## src/core/tmr_pkg.sv

```systemverilog
// Summary of operation
// - Overflow sets the counter's flag; software may also set or clear it.
// - Entering a counter's service routine clears its overflow flag.
// - Run bit: writing 1 starts the counter, writing 0 stops it.
// - Selected edge or level on an interrupt pin sets its request flag.
// - Edge request clears on service entry; level request follows the pin.
// - Type bit picks falling-edge or low-level triggering per pin.
// - With gating set, count only while run is 1 and pin is high.
// - With gating clear, the pin is ignored and run alone enables.
// - Source bit 0 counts internal clock, 1 counts event pin falls.
// - Mode 0: high byte counts above a 5-bit low-byte prescaler.
// - Mode 1 (01): low and high bytes form a 16-bit counter.
// - Mode 2 (10): low byte counts, reloads from high byte on overflow.
// - Mode 3 on counter zero: low byte is 8-bit, counter zero controls.
// - Mode 3 on counter zero: high byte timer uses counter one's bits.
// - Counter one in mode 3 holds its count.
// - Config byte: counter one fields in bits 7..4, zero in 3..0.
// - Clock-select bit: 1 gives clock divided by 4, 0 by 12.
package tmr_pkg;

    localparam int ADDR_W = 12;

    // Register indices; the byte address is four times the index.
    localparam logic [7:0] IDX_RUN_CTRL  = 8'h88;
    localparam logic [7:0] IDX_OP_CFG    = 8'h89;
    localparam logic [7:0] IDX_C0_LOW    = 8'h8a;
    localparam logic [7:0] IDX_C1_LOW    = 8'h8b;
    localparam logic [7:0] IDX_C0_HIGH   = 8'h8c;
    localparam logic [7:0] IDX_C1_HIGH   = 8'h8d;
    localparam logic [7:0] IDX_CLK_CTRL  = 8'h8e;
    localparam logic [7:0] IDX_IRQ_STAT  = 8'hc0;
    localparam logic [7:0] IDX_IRQ_MASK  = 8'hc1;

    localparam logic [ADDR_W-1:0] ADDR_RUN_CTRL = {2'b00, IDX_RUN_CTRL, 2'b00};
    localparam logic [ADDR_W-1:0] ADDR_OP_CFG   = {2'b00, IDX_OP_CFG, 2'b00};
    localparam logic [ADDR_W-1:0] ADDR_C0_LOW   = {2'b00, IDX_C0_LOW, 2'b00};
    localparam logic [ADDR_W-1:0] ADDR_C1_LOW   = {2'b00, IDX_C1_LOW, 2'b00};
    localparam logic [ADDR_W-1:0] ADDR_C0_HIGH  = {2'b00, IDX_C0_HIGH, 2'b00};
    localparam logic [ADDR_W-1:0] ADDR_C1_HIGH  = {2'b00, IDX_C1_HIGH, 2'b00};
    localparam logic [ADDR_W-1:0] ADDR_CLK_CTRL = {2'b00, IDX_CLK_CTRL, 2'b00};
    localparam logic [ADDR_W-1:0] ADDR_IRQ_STAT = {2'b00, IDX_IRQ_STAT, 2'b00};
    localparam logic [ADDR_W-1:0] ADDR_IRQ_MASK = {2'b00, IDX_IRQ_MASK, 2'b00};

    // Field positions in the run and flag control byte.
    localparam int POS_OVF_ONE  = 7;
    localparam int POS_RUN_ONE  = 6;
    localparam int POS_OVF_ZERO = 5;
    localparam int POS_RUN_ZERO = 4;
    localparam int POS_REQ_ONE  = 3;
    localparam int POS_TYPE_ONE = 2;
    localparam int POS_REQ_ZERO = 1;
    localparam int POS_TYPE_ZERO = 0;

    // Field positions in one nibble of the operating configuration byte.
    localparam int POS_GATE = 3;
    localparam int POS_SRC  = 2;
    localparam int CFG_ONE_LSB = 4;

    // Clock-control select bits.
    localparam int POS_DIV_SEL_ONE  = 4;
    localparam int POS_DIV_SEL_ZERO = 3;

    localparam logic [7:0] RST_BYTE = 8'h00;
    localparam logic [3:0] RST_NIBBLE = 4'h0;

    // Internal count clock dividers, in reference clock cycles.
    localparam int DIV_SLOW = 12;
    localparam int DIV_FAST = 4;
    localparam logic [3:0] DIV_SLOW_LAST = 4'(DIV_SLOW - 1);
    localparam logic [1:0] DIV_FAST_LAST = 2'(DIV_FAST - 1);

    typedef enum logic [1:0] {
        MODE_PRESCALE = 2'b00,
        MODE_WIDE     = 2'b01,
        MODE_RELOAD   = 2'b10,
        MODE_SPLIT    = 2'b11
    } op_mode_t;

    typedef struct packed {
        logic              psel;
        logic              penable;
        logic              pwrite;
        logic [ADDR_W-1:0] paddr;
        logic [31:0]       pwdata;
        logic [3:0]        pstrb;
    } apb_req_t;

    typedef struct packed {
        logic ext_irq_one_pin;
        logic ext_irq_zero_pin;
        logic event_input_one;
        logic event_input_zero;
    } timer_pins_t;

    typedef struct packed {
        logic ovf_one;
        logic ovf_zero;
        logic ext_req_one;
        logic ext_req_zero;
    } req_flags_t;

    typedef struct packed {
        logic ovf_one;
        logic ovf_zero;
        logic ext_one;
        logic ext_zero;
    } svc_enter_t;

endpackage : tmr_pkg

```

## src/core/dual_timer_counter.sv

```systemverilog
`timescale 1ns/10ps
`default_nettype none
module dual_timer_counter (
    // Clock and reset.
    input  wire logic                  ref_clk_i,
    input  wire logic                  rst_n_i,
    // APB slave.
    input  wire tmr_pkg::apb_req_t     apb_i,
    output logic [31:0]                prdata_o,
    output logic                       pready_o,
    output logic                       pslverr_o,
    // External pins and service-routine entry strobes.
    input  wire tmr_pkg::timer_pins_t  pins_i,
    input  wire tmr_pkg::svc_enter_t   svc_enter_i,
    // Request flags and interrupt.
    output tmr_pkg::req_flags_t        flags_o,
    output logic                       irq_o
);
    import tmr_pkg::*;

    logic [7:0] op_cfg_reg;
    logic [7:0] c0_low_reg;
    logic [7:0] c0_high_reg;
    logic [7:0] c1_low_reg;
    logic [7:0] c1_high_reg;
    logic       div_sel_zero_reg;
    logic       div_sel_one_reg;
    logic       run_bit_zero;
    logic       run_bit_one;
    logic       overflow_flag_zero;
    logic       overflow_flag_one;
    logic       ext_irq_zero_request;
    logic       ext_irq_one_request;
    logic       ext_irq_zero_trigger_type;
    logic       ext_irq_one_trigger_type;
    logic [3:0] irq_stat_reg;
    logic [3:0] irq_mask_reg;
    logic [3:0] sync1_reg;
    logic [3:0] sync2_reg;
    logic [3:0] prev_reg;
    logic [3:0] slow_cnt_reg;
    logic [1:0] fast_cnt_reg;
    logic       slow_tick;
    logic       fast_tick;
    logic       pready_reg;
    logic [31:0] prdata_reg;
    logic       pslverr_reg;

    // Bus decode.
    logic       wr_en;
    logic [7:0] wdata;
    logic [31:0] rd_data;
    logic       rd_hit;
    assign wr_en = apb_i.psel && apb_i.penable && apb_i.pwrite && pready_reg
                   && apb_i.pstrb[0];
    assign wdata = apb_i.pwdata[7:0];

    always_comb begin
        rd_data = 32'h0000_0000;
        rd_hit  = 1'b1;
        if (apb_i.paddr == ADDR_RUN_CTRL) begin
            rd_data[7:0] = {overflow_flag_one, run_bit_one,
                            overflow_flag_zero, run_bit_zero,
                            ext_irq_one_request, ext_irq_one_trigger_type,
                            ext_irq_zero_request, ext_irq_zero_trigger_type};
        end else if (apb_i.paddr == ADDR_OP_CFG) begin
            rd_data[7:0] = op_cfg_reg;
        end else if (apb_i.paddr == ADDR_C0_LOW) begin
            rd_data[7:0] = c0_low_reg;
        end else if (apb_i.paddr == ADDR_C1_LOW) begin
            rd_data[7:0] = c1_low_reg;
        end else if (apb_i.paddr == ADDR_C0_HIGH) begin
            rd_data[7:0] = c0_high_reg;
        end else if (apb_i.paddr == ADDR_C1_HIGH) begin
            rd_data[7:0] = c1_high_reg;
        end else if (apb_i.paddr == ADDR_CLK_CTRL) begin
            rd_data[POS_DIV_SEL_ONE]  = div_sel_one_reg;
            rd_data[POS_DIV_SEL_ZERO] = div_sel_zero_reg;
        end else if (apb_i.paddr == ADDR_IRQ_STAT) begin
            rd_data[3:0] = irq_stat_reg;
        end else if (apb_i.paddr == ADDR_IRQ_MASK) begin
            rd_data[3:0] = irq_mask_reg;
        end else begin
            rd_hit = 1'b0;
        end
    end

    // One wait state: the answer is registered in the first access cycle.
    always_ff @(posedge ref_clk_i or negedge rst_n_i) begin
        if (!rst_n_i) begin
            pready_reg  <= 1'b0;
            prdata_reg  <= 32'h0000_0000;
            pslverr_reg <= 1'b0;
        end else if (apb_i.psel && apb_i.penable && !pready_reg) begin
            pready_reg  <= 1'b1;
            prdata_reg  <= apb_i.pwrite ? 32'h0000_0000 : rd_data;
            pslverr_reg <= !rd_hit;
        end else begin
            pready_reg  <= 1'b0;
            pslverr_reg <= 1'b0;
        end
    end

    logic wr_run, wr_cfg, wr_c0l, wr_c1l, wr_c0h, wr_c1h, wr_clk;
    logic wr_stat, wr_mask;
    assign wr_run  = wr_en && (apb_i.paddr == ADDR_RUN_CTRL) && !pslverr_reg;
    assign wr_cfg  = wr_en && (apb_i.paddr == ADDR_OP_CFG);
    assign wr_c0l  = wr_en && (apb_i.paddr == ADDR_C0_LOW);
    assign wr_c1l  = wr_en && (apb_i.paddr == ADDR_C1_LOW);
    assign wr_c0h  = wr_en && (apb_i.paddr == ADDR_C0_HIGH);
    assign wr_c1h  = wr_en && (apb_i.paddr == ADDR_C1_HIGH);
    assign wr_clk  = wr_en && (apb_i.paddr == ADDR_CLK_CTRL);
    assign wr_stat = wr_en && (apb_i.paddr == ADDR_IRQ_STAT);
    assign wr_mask = wr_en && (apb_i.paddr == ADDR_IRQ_MASK);

    // Pin synchronisers; edges are taken from the second stage only.
    always_ff @(posedge ref_clk_i or negedge rst_n_i) begin
        if (!rst_n_i) begin
            sync1_reg <= 4'hf;
            sync2_reg <= 4'hf;
            prev_reg  <= 4'hf;
        end else begin
            sync1_reg <= pins_i;
            sync2_reg <= sync1_reg;
            prev_reg  <= sync2_reg;
        end
    end

    logic pin1_s, pin0_s, ev1_fall, ev0_fall, pin1_fall, pin0_fall;
    assign pin1_s    = sync2_reg[3];
    assign pin0_s    = sync2_reg[2];
    assign pin1_fall = prev_reg[3] && !sync2_reg[3];
    assign pin0_fall = prev_reg[2] && !sync2_reg[2];
    assign ev1_fall  = prev_reg[1] && !sync2_reg[1];
    assign ev0_fall  = prev_reg[0] && !sync2_reg[0];

    // Internal count clock: one-cycle ticks at ref/12 and ref/4.
    always_ff @(posedge ref_clk_i or negedge rst_n_i) begin
        if (!rst_n_i) begin
            slow_cnt_reg <= 4'h0;
            fast_cnt_reg <= 2'h0;
        end else begin
            slow_cnt_reg <= slow_tick ? 4'h0 : slow_cnt_reg + 4'h1;
            fast_cnt_reg <= fast_tick ? 2'h0 : fast_cnt_reg + 2'h1;
        end
    end
    assign slow_tick = (slow_cnt_reg == DIV_SLOW_LAST);
    assign fast_tick = (fast_cnt_reg == DIV_FAST_LAST);

    logic int_tick0, int_tick1;
    assign int_tick0 = div_sel_zero_reg ? fast_tick : slow_tick;
    assign int_tick1 = div_sel_one_reg ? fast_tick : slow_tick;

    // One count step for modes 0 to 2; returns {overflow, high, low}.
    function automatic logic [16:0] count_step(input logic [1:0] mode,
                                               input logic [7:0] lo,
                                               input logic [7:0] hi);
        logic [16:0] r;
        r = {1'b0, hi, lo};
        case (mode)
            MODE_PRESCALE: begin
                r[4:0] = lo[4:0] + 5'h01;
                if (lo[4:0] == 5'h1f) begin
                    r[15:8] = hi + 8'h01;
                    r[16]   = (hi == 8'hff);
                end
            end
            MODE_WIDE: begin
                r[15:0] = {hi, lo} + 16'h0001;
                r[16]   = ({hi, lo} == 16'hffff);
            end
            MODE_RELOAD: begin
                r[7:0] = (lo == 8'hff) ? hi : lo + 8'h01;
                r[16]  = (lo == 8'hff);
            end
            default: begin
                r = {1'b0, hi, lo};
            end
        endcase
        return r;
    endfunction

    logic [3:0] cfg0, cfg1;
    logic [1:0] mode0, mode1;
    logic       split0;
    assign cfg0   = op_cfg_reg[3:0];
    assign cfg1   = op_cfg_reg[CFG_ONE_LSB +: 4];
    assign mode0  = cfg0[1:0];
    assign mode1  = cfg1[1:0];
    assign split0 = (mode0 == MODE_SPLIT);

    logic en0, en1, en0_high;
    logic [16:0] step0, step1;
    logic ovf0, ovf1, ovf0_high;
    // combine as run, gate level and count source.
    assign en0 = run_bit_zero && (!cfg0[POS_GATE] || pin0_s)
                 && (cfg0[POS_SRC] ? ev0_fall : int_tick0);
    // While counter zero is split, counter one's run bit belongs to the
    // high-byte timer, so counter one free-runs in its own mode.
    assign en1 = (run_bit_one || split0)
                 && (!cfg1[POS_GATE] || pin1_s)
                 && (cfg1[POS_SRC] ? ev1_fall : int_tick1)
                 && (mode1 != MODE_SPLIT);
    assign en0_high = split0 && run_bit_one && int_tick1;

    assign step0 = count_step(mode0, c0_low_reg, c0_high_reg);
    assign step1 = count_step(mode1, c1_low_reg, c1_high_reg);
    assign ovf0 = en0 && (split0 ? (c0_low_reg == 8'hff) : step0[16]);
    assign ovf0_high = en0_high && (c0_high_reg == 8'hff);
    assign ovf1 = en1 && step1[16] && !split0;

    always_ff @(posedge ref_clk_i or negedge rst_n_i) begin
        if (!rst_n_i) begin
            c0_low_reg  <= RST_BYTE;
            c0_high_reg <= RST_BYTE;
        end else begin
            if (wr_c0l) begin
                c0_low_reg <= wdata;
            end else if (en0 && split0) begin
                c0_low_reg <= c0_low_reg + 8'h01;
            end else if (en0) begin
                c0_low_reg <= step0[7:0];
            end
            if (wr_c0h) begin
                c0_high_reg <= wdata;
            end else if (en0_high) begin
                c0_high_reg <= c0_high_reg + 8'h01;
            end else if (en0 && !split0) begin
                c0_high_reg <= step0[15:8];
            end
        end
    end

    always_ff @(posedge ref_clk_i or negedge rst_n_i) begin
        if (!rst_n_i) begin
            c1_low_reg  <= RST_BYTE;
            c1_high_reg <= RST_BYTE;
        end else begin
            if (wr_c1l) begin
                c1_low_reg <= wdata;
            end else if (en1) begin
                c1_low_reg <= step1[7:0];
            end
            if (wr_c1h) begin
                c1_high_reg <= wdata;
            end else if (en1) begin
                c1_high_reg <= step1[15:8];
            end
        end
    end

    always_ff @(posedge ref_clk_i or negedge rst_n_i) begin
        if (!rst_n_i) begin
            op_cfg_reg       <= RST_BYTE;
            div_sel_zero_reg <= 1'b0;
            div_sel_one_reg  <= 1'b0;
        end else begin
            if (wr_cfg) begin
                op_cfg_reg <= wdata;
            end
            if (wr_clk) begin
                div_sel_zero_reg <= wdata[POS_DIV_SEL_ZERO];
                div_sel_one_reg  <= wdata[POS_DIV_SEL_ONE];
            end
        end
    end

    // Overflow flags: the hardware set wins over any clear.
    always_ff @(posedge ref_clk_i or negedge rst_n_i) begin
        if (!rst_n_i) begin
            overflow_flag_zero <= 1'b0;
            overflow_flag_one  <= 1'b0;
            run_bit_zero       <= 1'b0;
            run_bit_one        <= 1'b0;
        end else begin
            if (wr_run) begin
                run_bit_zero <= wdata[POS_RUN_ZERO];
                run_bit_one  <= wdata[POS_RUN_ONE];
            end
            if (ovf0) begin
                overflow_flag_zero <= 1'b1;
            end else if (wr_run) begin
                overflow_flag_zero <= wdata[POS_OVF_ZERO];
            end else if (svc_enter_i.ovf_zero) begin
                overflow_flag_zero <= 1'b0;
            end
            if (ovf1 || ovf0_high) begin
                overflow_flag_one <= 1'b1;
            end else if (wr_run) begin
                overflow_flag_one <= wdata[POS_OVF_ONE];
            end else if (svc_enter_i.ovf_one) begin
                overflow_flag_one <= 1'b0;
            end
        end
    end

    // External requests: type 1 is falling edge, type 0 is low level.
    logic ext0_set, ext1_set;
    assign ext0_set = ext_irq_zero_trigger_type ? pin0_fall
                      : (!pin0_s && !ext_irq_zero_request);
    assign ext1_set = ext_irq_one_trigger_type ? pin1_fall
                      : (!pin1_s && !ext_irq_one_request);

    always_ff @(posedge ref_clk_i or negedge rst_n_i) begin
        if (!rst_n_i) begin
            ext_irq_zero_request      <= 1'b0;
            ext_irq_one_request       <= 1'b0;
            ext_irq_zero_trigger_type <= 1'b0;
            ext_irq_one_trigger_type  <= 1'b0;
        end else begin
            if (wr_run) begin
                ext_irq_zero_trigger_type <= wdata[POS_TYPE_ZERO];
                ext_irq_one_trigger_type  <= wdata[POS_TYPE_ONE];
            end
            if (!ext_irq_zero_trigger_type) begin
                ext_irq_zero_request <= !pin0_s;
            end else if (pin0_fall) begin
                ext_irq_zero_request <= 1'b1;
            end else if (wr_run) begin
                ext_irq_zero_request <= wdata[POS_REQ_ZERO];
            end else if (svc_enter_i.ext_zero) begin
                ext_irq_zero_request <= 1'b0;
            end
            if (!ext_irq_one_trigger_type) begin
                ext_irq_one_request <= !pin1_s;
            end else if (pin1_fall) begin
                ext_irq_one_request <= 1'b1;
            end else if (wr_run) begin
                ext_irq_one_request <= wdata[POS_REQ_ONE];
            end else if (svc_enter_i.ext_one) begin
                ext_irq_one_request <= 1'b0;
            end
        end
    end

    // Sticky event status, write one to clear; a new event wins.
    logic [3:0] events;
    logic [3:0] irq_stat_next;
    assign events = {ext1_set, ext0_set, ovf1 || ovf0_high, ovf0};
    assign irq_stat_next = (irq_stat_reg & ~(wr_stat ? wdata[3:0] : 4'h0))
                           | events;

    always_ff @(posedge ref_clk_i or negedge rst_n_i) begin
        if (!rst_n_i) begin
            irq_stat_reg <= RST_NIBBLE;
            irq_mask_reg <= RST_NIBBLE;
            irq_o        <= 1'b0;
        end else begin
            irq_stat_reg <= irq_stat_next;
            if (wr_mask) begin
                irq_mask_reg <= wdata[3:0];
            end
            irq_o <= |(irq_stat_next & (wr_mask ? wdata[3:0] : irq_mask_reg));
        end
    end

    assign prdata_o  = prdata_reg;
    assign pready_o  = pready_reg;
    assign pslverr_o = pslverr_reg;
    assign flags_o   = {overflow_flag_one, overflow_flag_zero,
                        ext_irq_one_request, ext_irq_zero_request};

endmodule : dual_timer_counter // dual_timer_counter
`default_nettype wire

```

## config.mk

```make
export PLATFORM = sky130hd
export DESIGN_NAME = dual_timer_counter
export DESIGN_NICKNAME = d
export VERILOG_FILES = /design/src/core/tmr_pkg.sv /design/src/core/dual_timer_counter.sv
export SDC_FILE = /design/constraint.sdc
export NUM_CORES = 1
export LEC_CHECK = 0
export BUFFER_PORTS_ARGS = -buffer_cell sky130_fd_sc_hd__buf_2
export CORE_MARGIN = 2
export CORE_UTILIZATION = 52
export CTS_BUF_LIST = sky130_fd_sc_hd__clkbuf_8 sky130_fd_sc_hd__clkbuf_16
export DETAILED_ROUTE_END_ITERATION = 16
export GPL_TIMING_DRIVEN = 0
export PLACE_DENSITY = 0.83
export SLEW_MARGIN = 20
export SYNTH_ARGS = -nofsm -noshare
export SYNTH_HDL_FRONTEND = slang
export SYNTH_SLANG_ARGS = --single-unit
```

## constraint.sdc

```tcl
create_clock -name ref_clk_i -period 2.2 [get_ports ref_clk_i]
set_clock_uncertainty 0.15 [all_clocks]
set_input_delay 0.33 -clock ref_clk_i [delete_from_list [all_inputs] [get_ports ref_clk_i]]
set_output_delay 0.33 -clock ref_clk_i [all_outputs]
set_load 0.01 [all_outputs]
```

======== Word level (Yosys, flattened, before mapping) ========
Index checks and enable logic that the tools add are counted.
operators by class
  $add $sub $neg .......................... 10
  mux-type cells .......................... 71
  bitwise gates (word level) .............. 4
  eq/ne operators ......................... 29
  reductions and logical operators ........ 71
operators with widths
  operator                                                number
  two-way mux 8 bit                                       18
  equality test 12 x 10 -> 1 bit (second input constant)  9
  logical AND 1 bit                                       34
  two-way mux 1 bit                                       34
  adder 16 x 1 -> 16 bit (second input constant)          2
  adder 8 x 1 -> 8 bit (second input constant)            4
  equality test 16 bit (second input constant)            2
  equality test 8 bit (second input constant)             4
  one-hot mux 8 bit (2 select lines)                      2
  one-hot mux 5 bit (3 select lines)                      2
  two-way mux 4 bit                                       5
  two-way mux 9 bit                                       2
  nonzero test 3 bit                                      6
  zero test 1 bit                                         12
  one-hot mux 3 bit (2 select lines)                      2
  nonzero test 4 bit                                      3
  adder 5 x 1 -> 5 bit (second input constant)            2
  equality test 5 bit (second input constant)             2
  AND 4 bit                                               2
  equality test 2 bit (second input constant)             4
  != test 4 x 2 -> 1 bit (second input constant)          2
  AND reduction 2 bit                                     4
  two-way mux 3 bit                                       2
  one-hot mux 1 bit (3 select lines)                      2
  other kinds (17)                                        24
storage, ports and cells
  bits in registers ....................... 111
  logic and storage cells ................. 213
  output and inout port bits .............. 39
  bits of input ports ..................... 61

======== Logic depth before layout (Yosys ltp) ========
  depth in word-level cells ............... 12
  mapped depth ............................ 10
  mapped depth without buffers ............ 9

======== Worst setup path after synthesis ========
OpenSTA, ideal clock, no wires.
  path type ............................... input port to flip-flop
  from .................................... in apb_i[37] (netlist name)
  to ...................................... reg irq_o
  data required time ...................... 1.924 ns
  path buffers ............................ 1
  slack ................................... -0.273 ns
  setup time .............................. 0.126 ns
  stages .................................. 7
  arrival time ............................ 2.196 ns
  cells stage by stage .................... or4b_4 buf_6 nor4b_4 nand3_2 mux2_4 a22o_1 a221o_1
on the way
  cells in the longest elaborated chain, start to end .. 8
  elaborated cells on any way between the ends .. 11
  classes of those cells .................. eq/ne: 2; mux: 2; bitwise: 4; reduce/logical: 3
RTL lines
  element                         RTL line                   source
  start: declaration              dual_timer_counter.sv:8    input wire tmr_pkg::apb_req_t apb_i,
  equality test 12 x 10 -> 1 bit  dual_timer_counter.sv:113  assign wr_stat = wr_en && (apb_i.paddr == ADDR_IRQ_STAT);
  logical AND 1 bit               dual_timer_counter.sv:113
  two-way mux 4 bit               dual_timer_counter.sv:340  assign irq_stat_next = (irq_stat_reg & ~(wr_stat ? wdata[3:0] : 4'h0))
  inverter 4 bit                  dual_timer_counter.sv:340
  AND 4 bit                       dual_timer_counter.sv:340
  bitwise OR 4 bit                dual_timer_counter.sv:341  | events;
  AND 4 bit *                     dual_timer_counter.sv:353  irq_o <= |(irq_stat_next & (wr_mask ? wdata[3:0] : irq_mask_reg));
  OR reduction 4 bit *            dual_timer_counter.sv:353
  end signal: assignment          dual_timer_counter.sv:353
  end: declaration                dual_timer_counter.sv:17   output logic irq_o
Mark *: on every way between the ends. The rest lies on a longest branch, timed or not.
A chain may end at the register's enable or synchronous reset.

======== Final worst setup path ========
  from .................................... in apb_i[37] (netlist name)
  to ...................................... reg irq_o
on the way
  cells in the longest elaborated chain, start to end .. 8
  elaborated cells on any way between the ends .. 11
  classes of those cells .................. eq/ne: 2; mux: 2; bitwise: 4; reduce/logical: 3
RTL lines
  element                         RTL line                   source
  equality test 12 x 10 -> 1 bit  dual_timer_counter.sv:113
  logical AND 1 bit               dual_timer_counter.sv:113
  two-way mux 4 bit               dual_timer_counter.sv:340
  inverter 4 bit                  dual_timer_counter.sv:340
  AND 4 bit                       dual_timer_counter.sv:340
  bitwise OR 4 bit                dual_timer_counter.sv:341
  net irq_stat_next[2]            dual_timer_counter.sv:338  logic [3:0] irq_stat_next;
  AND 4 bit                       dual_timer_counter.sv:353
  OR reduction 4 bit              dual_timer_counter.sv:353
The timed path passes the listed nets, and every way through them passes these cells.

==> flow_results.xml <==
<?xml version="1.0" encoding="UTF-8"?>
<metrics>
  <group name="cells_and_area">
    <metric name="syn_to_final_growth" unit="%">32.9</metric>
    <metric name="antenna_cells_inserted" unit="">0</metric>
    <metric name="multi_input_comb_area" unit="sq mm">0.00391</metric>
    <metric name="drive_gt1_share" unit="%">37.6</metric>
    <metric name="layout.area.seq" unit="sq mm">0.00222</metric>
    <metric name="design.final.nets" unit="">870</metric>
    <metric name="final-instance-count-excl-fill" unit="">938</metric>
    <metric name="n_fill_cell" unit="">844</metric>
  </group>
  <group name="yosys">
    <metric name="synth_adder_area_share" unit="%">3.42</metric>
    <metric name="yosys-top-cells-count" unit="">dfrtp_1 (75), nand2_1 (72), o21ai_0 (45)</metric>
    <metric name="synth_sequential_area_ratio" unit="%">37.4</metric>
    <metric name="dominantRegCellSynth" unit="">dfrtp_1</metric>
    <metric name="dominant_combinational_cell_family_by_area_after_synthesis" unit="">simple AND/OR/NAND/NOR gates</metric>
    <metric name="yosysMostFrequentCell" unit="">dfrtp_1</metric>
    <metric name="share_of_async_settable_or_async_resettable_flops_after_synthesis" unit="%">100</metric>
    <metric name="ys_warn_count" unit="">0</metric>
    <metric name="synthCells" unit="">659</metric>
    <metric name="synth.area.mux_share" unit="%">7.78</metric>
    <metric name="synth_edf_count" unit="">0</metric>
    <metric name="post_synth.cell_area_avg" unit="sq um">8.89</metric>
    <metric name="netlist-cell-type-count" unit="">78</metric>
    <metric name="register_bit_total_from_synthesis" unit="">87</metric>
    <metric name="synth_top_area_share" unit="%">32.1</metric>
    <metric name="synth_top_cells_by_area" unit="">dfrtp_1 (32%), dfstp_2 (5.4%), nand2_1 (4.6%)</metric>
    <metric name="yosys.area.top_type" unit="">dfrtp_1</metric>
    <metric name="xor_xnor_share_of_the_synthesized_area" unit="%">2.54</metric>
    <metric name="post_synth_instance_area" unit="sq mm">0.00586</metric>
    <metric name="post_synth_and_or_nand_nor_area_fraction" unit="%">22.1</metric>
    <metric name="synth-compound-area-share" unit="%">19.6</metric>
  </group>
  <group name="detailed_routing">
    <metric name="avgViaCountPerCell" unit="">6.30</metric>
    <metric name="drt_pre_antenna_iters" unit="">6</metric>
    <metric name="final_antenna_net_count" unit="">0</metric>
    <metric name="detail_route.wirelength" unit="um">20600</metric>
    <metric name="vias" unit="">5909</metric>
    <metric name="avgRoutedWirePerCell" unit="um">22.0</metric>
    <metric name="remaining_drc_errors" unit="">0</metric>
    <metric name="drt_first_iter_violations" unit="">531</metric>
  </group>
  <group name="pwr">
    <metric name="comb_power_share" unit="%">8.9</metric>
    <metric name="ir_worst_vdd" unit="uV">611</metric>
    <metric name="internal_power" unit="mW">2.56</metric>
    <metric name="p_leak" unit="nW">3.42</metric>
    <metric name="power.density" unit="mW/mm^2">456</metric>
    <metric name="power.switching" unit="mW">0.990</metric>
    <metric name="sequential_cell_fraction_of_total_power" unit="%">46.4</metric>
    <metric name="switching_share" unit="%">27.9</metric>
    <metric name="clock_power_share" unit="%">44.8</metric>
  </group>
  <group name="die">
    <metric name="i_o_pins" unit="">100</metric>
    <metric name="rows" unit="">38</metric>
    <metric name="dieHeight" unit="um">110</metric>
    <metric name="die_width" unit="um">110</metric>
    <metric name="coreArea" unit="sq mm">0.0109</metric>
    <metric name="floorplan.die_area" unit="sq mm">0.0121</metric>
    <metric name="floorplan.initialDensity" unit="%">53.5</metric>
  </group>
  <group name="setup_path">
    <metric name="reg2reg_slack" unit="ns">-0.05</metric>
    <metric name="crit_required" unit="ns">2.30</metric>
    <metric name="timing_worst_setup_path_type" unit="">in2reg</metric>
    <metric name="r2r_cells" unit="">7</metric>
    <metric name="critical-path-top-delay-family" unit="">simple AND/OR/NAND/NOR gates</metric>
    <metric name="critical-path-slowest-cell" unit="">or4b_4</metric>
    <metric name="cp-start-kind" unit="">input pin</metric>
    <metric name="crit_path_end_kind" unit="">flip-flop</metric>
    <metric name="cp_capture_point" unit="">irq_o</metric>
    <metric name="critical_path.cell_chain" unit="">buf_6 &gt; or4b_4 &gt; nor4b_4 &gt; buf_4 &gt; nand3_2 &gt; a21o_1 &gt; a22o_1 &gt; a221o_1</metric>
    <metric name="timing.rr.start" unit="">fast_cnt_reg[0]</metric>
    <metric name="cp_num_buf_inv" unit="">2</metric>
    <metric name="timing.critical_path.slowest_cell_delay" unit="ns">0.58</metric>
    <metric name="worstReg2RegEnd" unit="">irq_o</metric>
    <metric name="setup.worst_path.start" unit="">apb_i[37]</metric>
    <metric name="critical_path_arrival" unit="ns">2.36</metric>
    <metric name="worstPathMaxFanout" unit="">5</metric>
    <metric name="worstSetupPathDepth" unit="">8</metric>
  </group>
  <group name="timing">
    <metric name="timing.final.setup_violations" unit="">6</metric>
    <metric name="fin_setup_tns" unit="ns">-0.217</metric>
    <metric name="worst-slew-pin-transition" unit="ns">0.721</metric>
    <metric name="post-route-period-util" unit="%">103</metric>
    <metric name="slew_viol_final" unit="">0</metric>
    <metric name="slew_headroom" unit="%">51.9</metric>
    <metric name="rsz0062_at_grt" unit="">yes</metric>
    <metric name="final-hold-violation-count" unit="">0</metric>
    <metric name="max_clock_freq" unit="MHz">442</metric>
    <metric name="min_period" unit="ns">2.26</metric>
    <metric name="layout_setup_ws" unit="ns">-0.0631</metric>
  </group>
  <group name="job">
    <metric name="maxCapViolCount" unit="">0</metric>
  </group>
  <group name="place">
    <metric name="place.detailed.instances" unit="">869</metric>
    <metric name="port_buffers" unit="">46</metric>
    <metric name="finalWeightedCongestion" unit="">0.992</metric>
    <metric name="dpl.hpwl" unit="um">14200</metric>
  </group>
  <group name="global_routing">
    <metric name="grt_start_max_net_pins" unit="">49</metric>
    <metric name="grt_remaining_overflow" unit="">0</metric>
    <metric name="grtUsageTotal" unit="%">35.1</metric>
    <metric name="first_global_vias" unit="">5614</metric>
    <metric name="grt_first_pass_wirelength" unit="um">31400</metric>
    <metric name="number_of_antenna_violations_at_the_first_check_in_global_routing" unit="">0</metric>
  </group>
  <group name="clock_tree">
    <metric name="cts_buffers" unit="">9</metric>
    <metric name="tritoncts" unit="">yes</metric>
    <metric name="cts_h_tree_lvls" unit="">3</metric>
    <metric name="worst_skew_pair.late_latency" unit="ns">0.36</metric>
    <metric name="clock_sink_count" unit="">87</metric>
    <metric name="clockBufferDepth" unit="">2</metric>
    <metric name="path_clk_slew" unit="ns">0.07</metric>
    <metric name="cts_root_buffer" unit="">clkbuf_16</metric>
  </group>
  <group name="outcome">
    <metric name="outcome" unit="">finished with violations</metric>
    <metric name="failed_checks" unit="">negative setup slack</metric>
  </group>
  <group name="hold_path">
    <metric name="timing.hold.worst.class" unit="">in2reg</metric>
  </group>
</metrics>
[layout make-up]
type,instances,area share [%]
flip-flops and latches,87,28.5
repair buffers,104,9.03
clock inverters,7,1.11
multi-input cells,518,50.3
well taps,140,2.25
inverters,23,1.14
plain buffers,50,4.82
clock buffers,9,2.89
[placed cells by master, fill, tap and decap left out, types with 9 or more instances in the layout]
cell type	synthesis	layout
a21oi_1	40	36
and3_1	13	9
buf_2	3	47
buf_4	28	81
clkbuf_16	0	9
conb_1	1	24
dfrtp_1	75	56
dfrtp_2	0	19
dfstp_2	12	12
inv_1	23	21
mux2_2	16	15
mux2i_1	26	25
nand2_1	72	68
nand2b_1	12	11
nand3_1	20	13
nand4_1	9	9
nor2_1	42	35
nor2b_1	9	9
nor3_1	19	13
o21ai_0	45	37
o21ai_1	5	10
o22ai_1	11	10
xnor2_1	13	13
[stage by stage]
step / hold slack [ns] / power [mW] / utilization [%] / setup WS, ns / cell area (sq um)
finish: 0.0345 / 3.55 / 71.2 / -0.0631 / 7780
global route: 0.0293 / 3.67 / 71.2 / -0.128 / 7780
CTS: 0.0352 / 3.54 / 67.8 / -0.103 / 7420
detailed placement: 0.198 / 1.96 / 59.1 / -0.764 / 6460
global placement: 0.196 / 1.95 / 58.9 / -0.721 / 6440
floorplan: -0.116 / 1.82 / - / -0.273 / 6030
[timing repair]
item,CTS,global route
gates cloned,2,0
buffers inserted,35,15
endpoints found under the setup margin,53,53
gates resized for setup,77,80
hold buffers,5,0
endpoints found under the hold margin,45,0
pin swaps,23,47
[power by group through the flow]
stage | combinational (mW) | clock [mW] | sequential (mW)
floorplan | 0.145 | 0 | 1.67
CTS | 0.299 | 1.60 | 1.64
global placement | 0.272 | 0 | 1.67
detailed placement | 0.283 | 0 | 1.67
finish | 0.315 | 1.59 | 1.65
global route | 0.340 | 1.68 | 1.65
[logic make-up (layout without fill, tap and decap cells)]
family	Yosys count	in the layout
DFF	87	87
buffers and inverters	77	193
and+or+nand+nor	240	240
adders and majority gates	16	16
muxes	43	43
AOI/OAI and AO/OA	178	178
other	1	24
xor gates and xnor gates	17	17
[layer usage]
layer,GRT usage (%),wire length (um)
met5,0,0
met4,12.1,588
met3,7.29,1670
met2,55.7,9780
met1,47.9,8600
[how the worst min path moves through the flow]
stage	startpoint	to	slack, ns	cells past startpoint
3_3_place_gp	sync1_reg[2]	sync2_reg[2]	0.20	0
5_1_grt	apb_i[48]	prdata_o[4]	0.03	2
2_1_floorplan	rst_n_i	c0_high_reg[0]	-0.12	0
4_1_cts	svc_enter_i[3]	overflow_flag_one	0.04	2
3_5_place_dp	sync1_reg[2]	sync2_reg[2]	0.20	0
6_report	svc_enter_i[3]	overflow_flag_one	0.03	2
No activity file was read; power rests on OpenSTA's default activity.
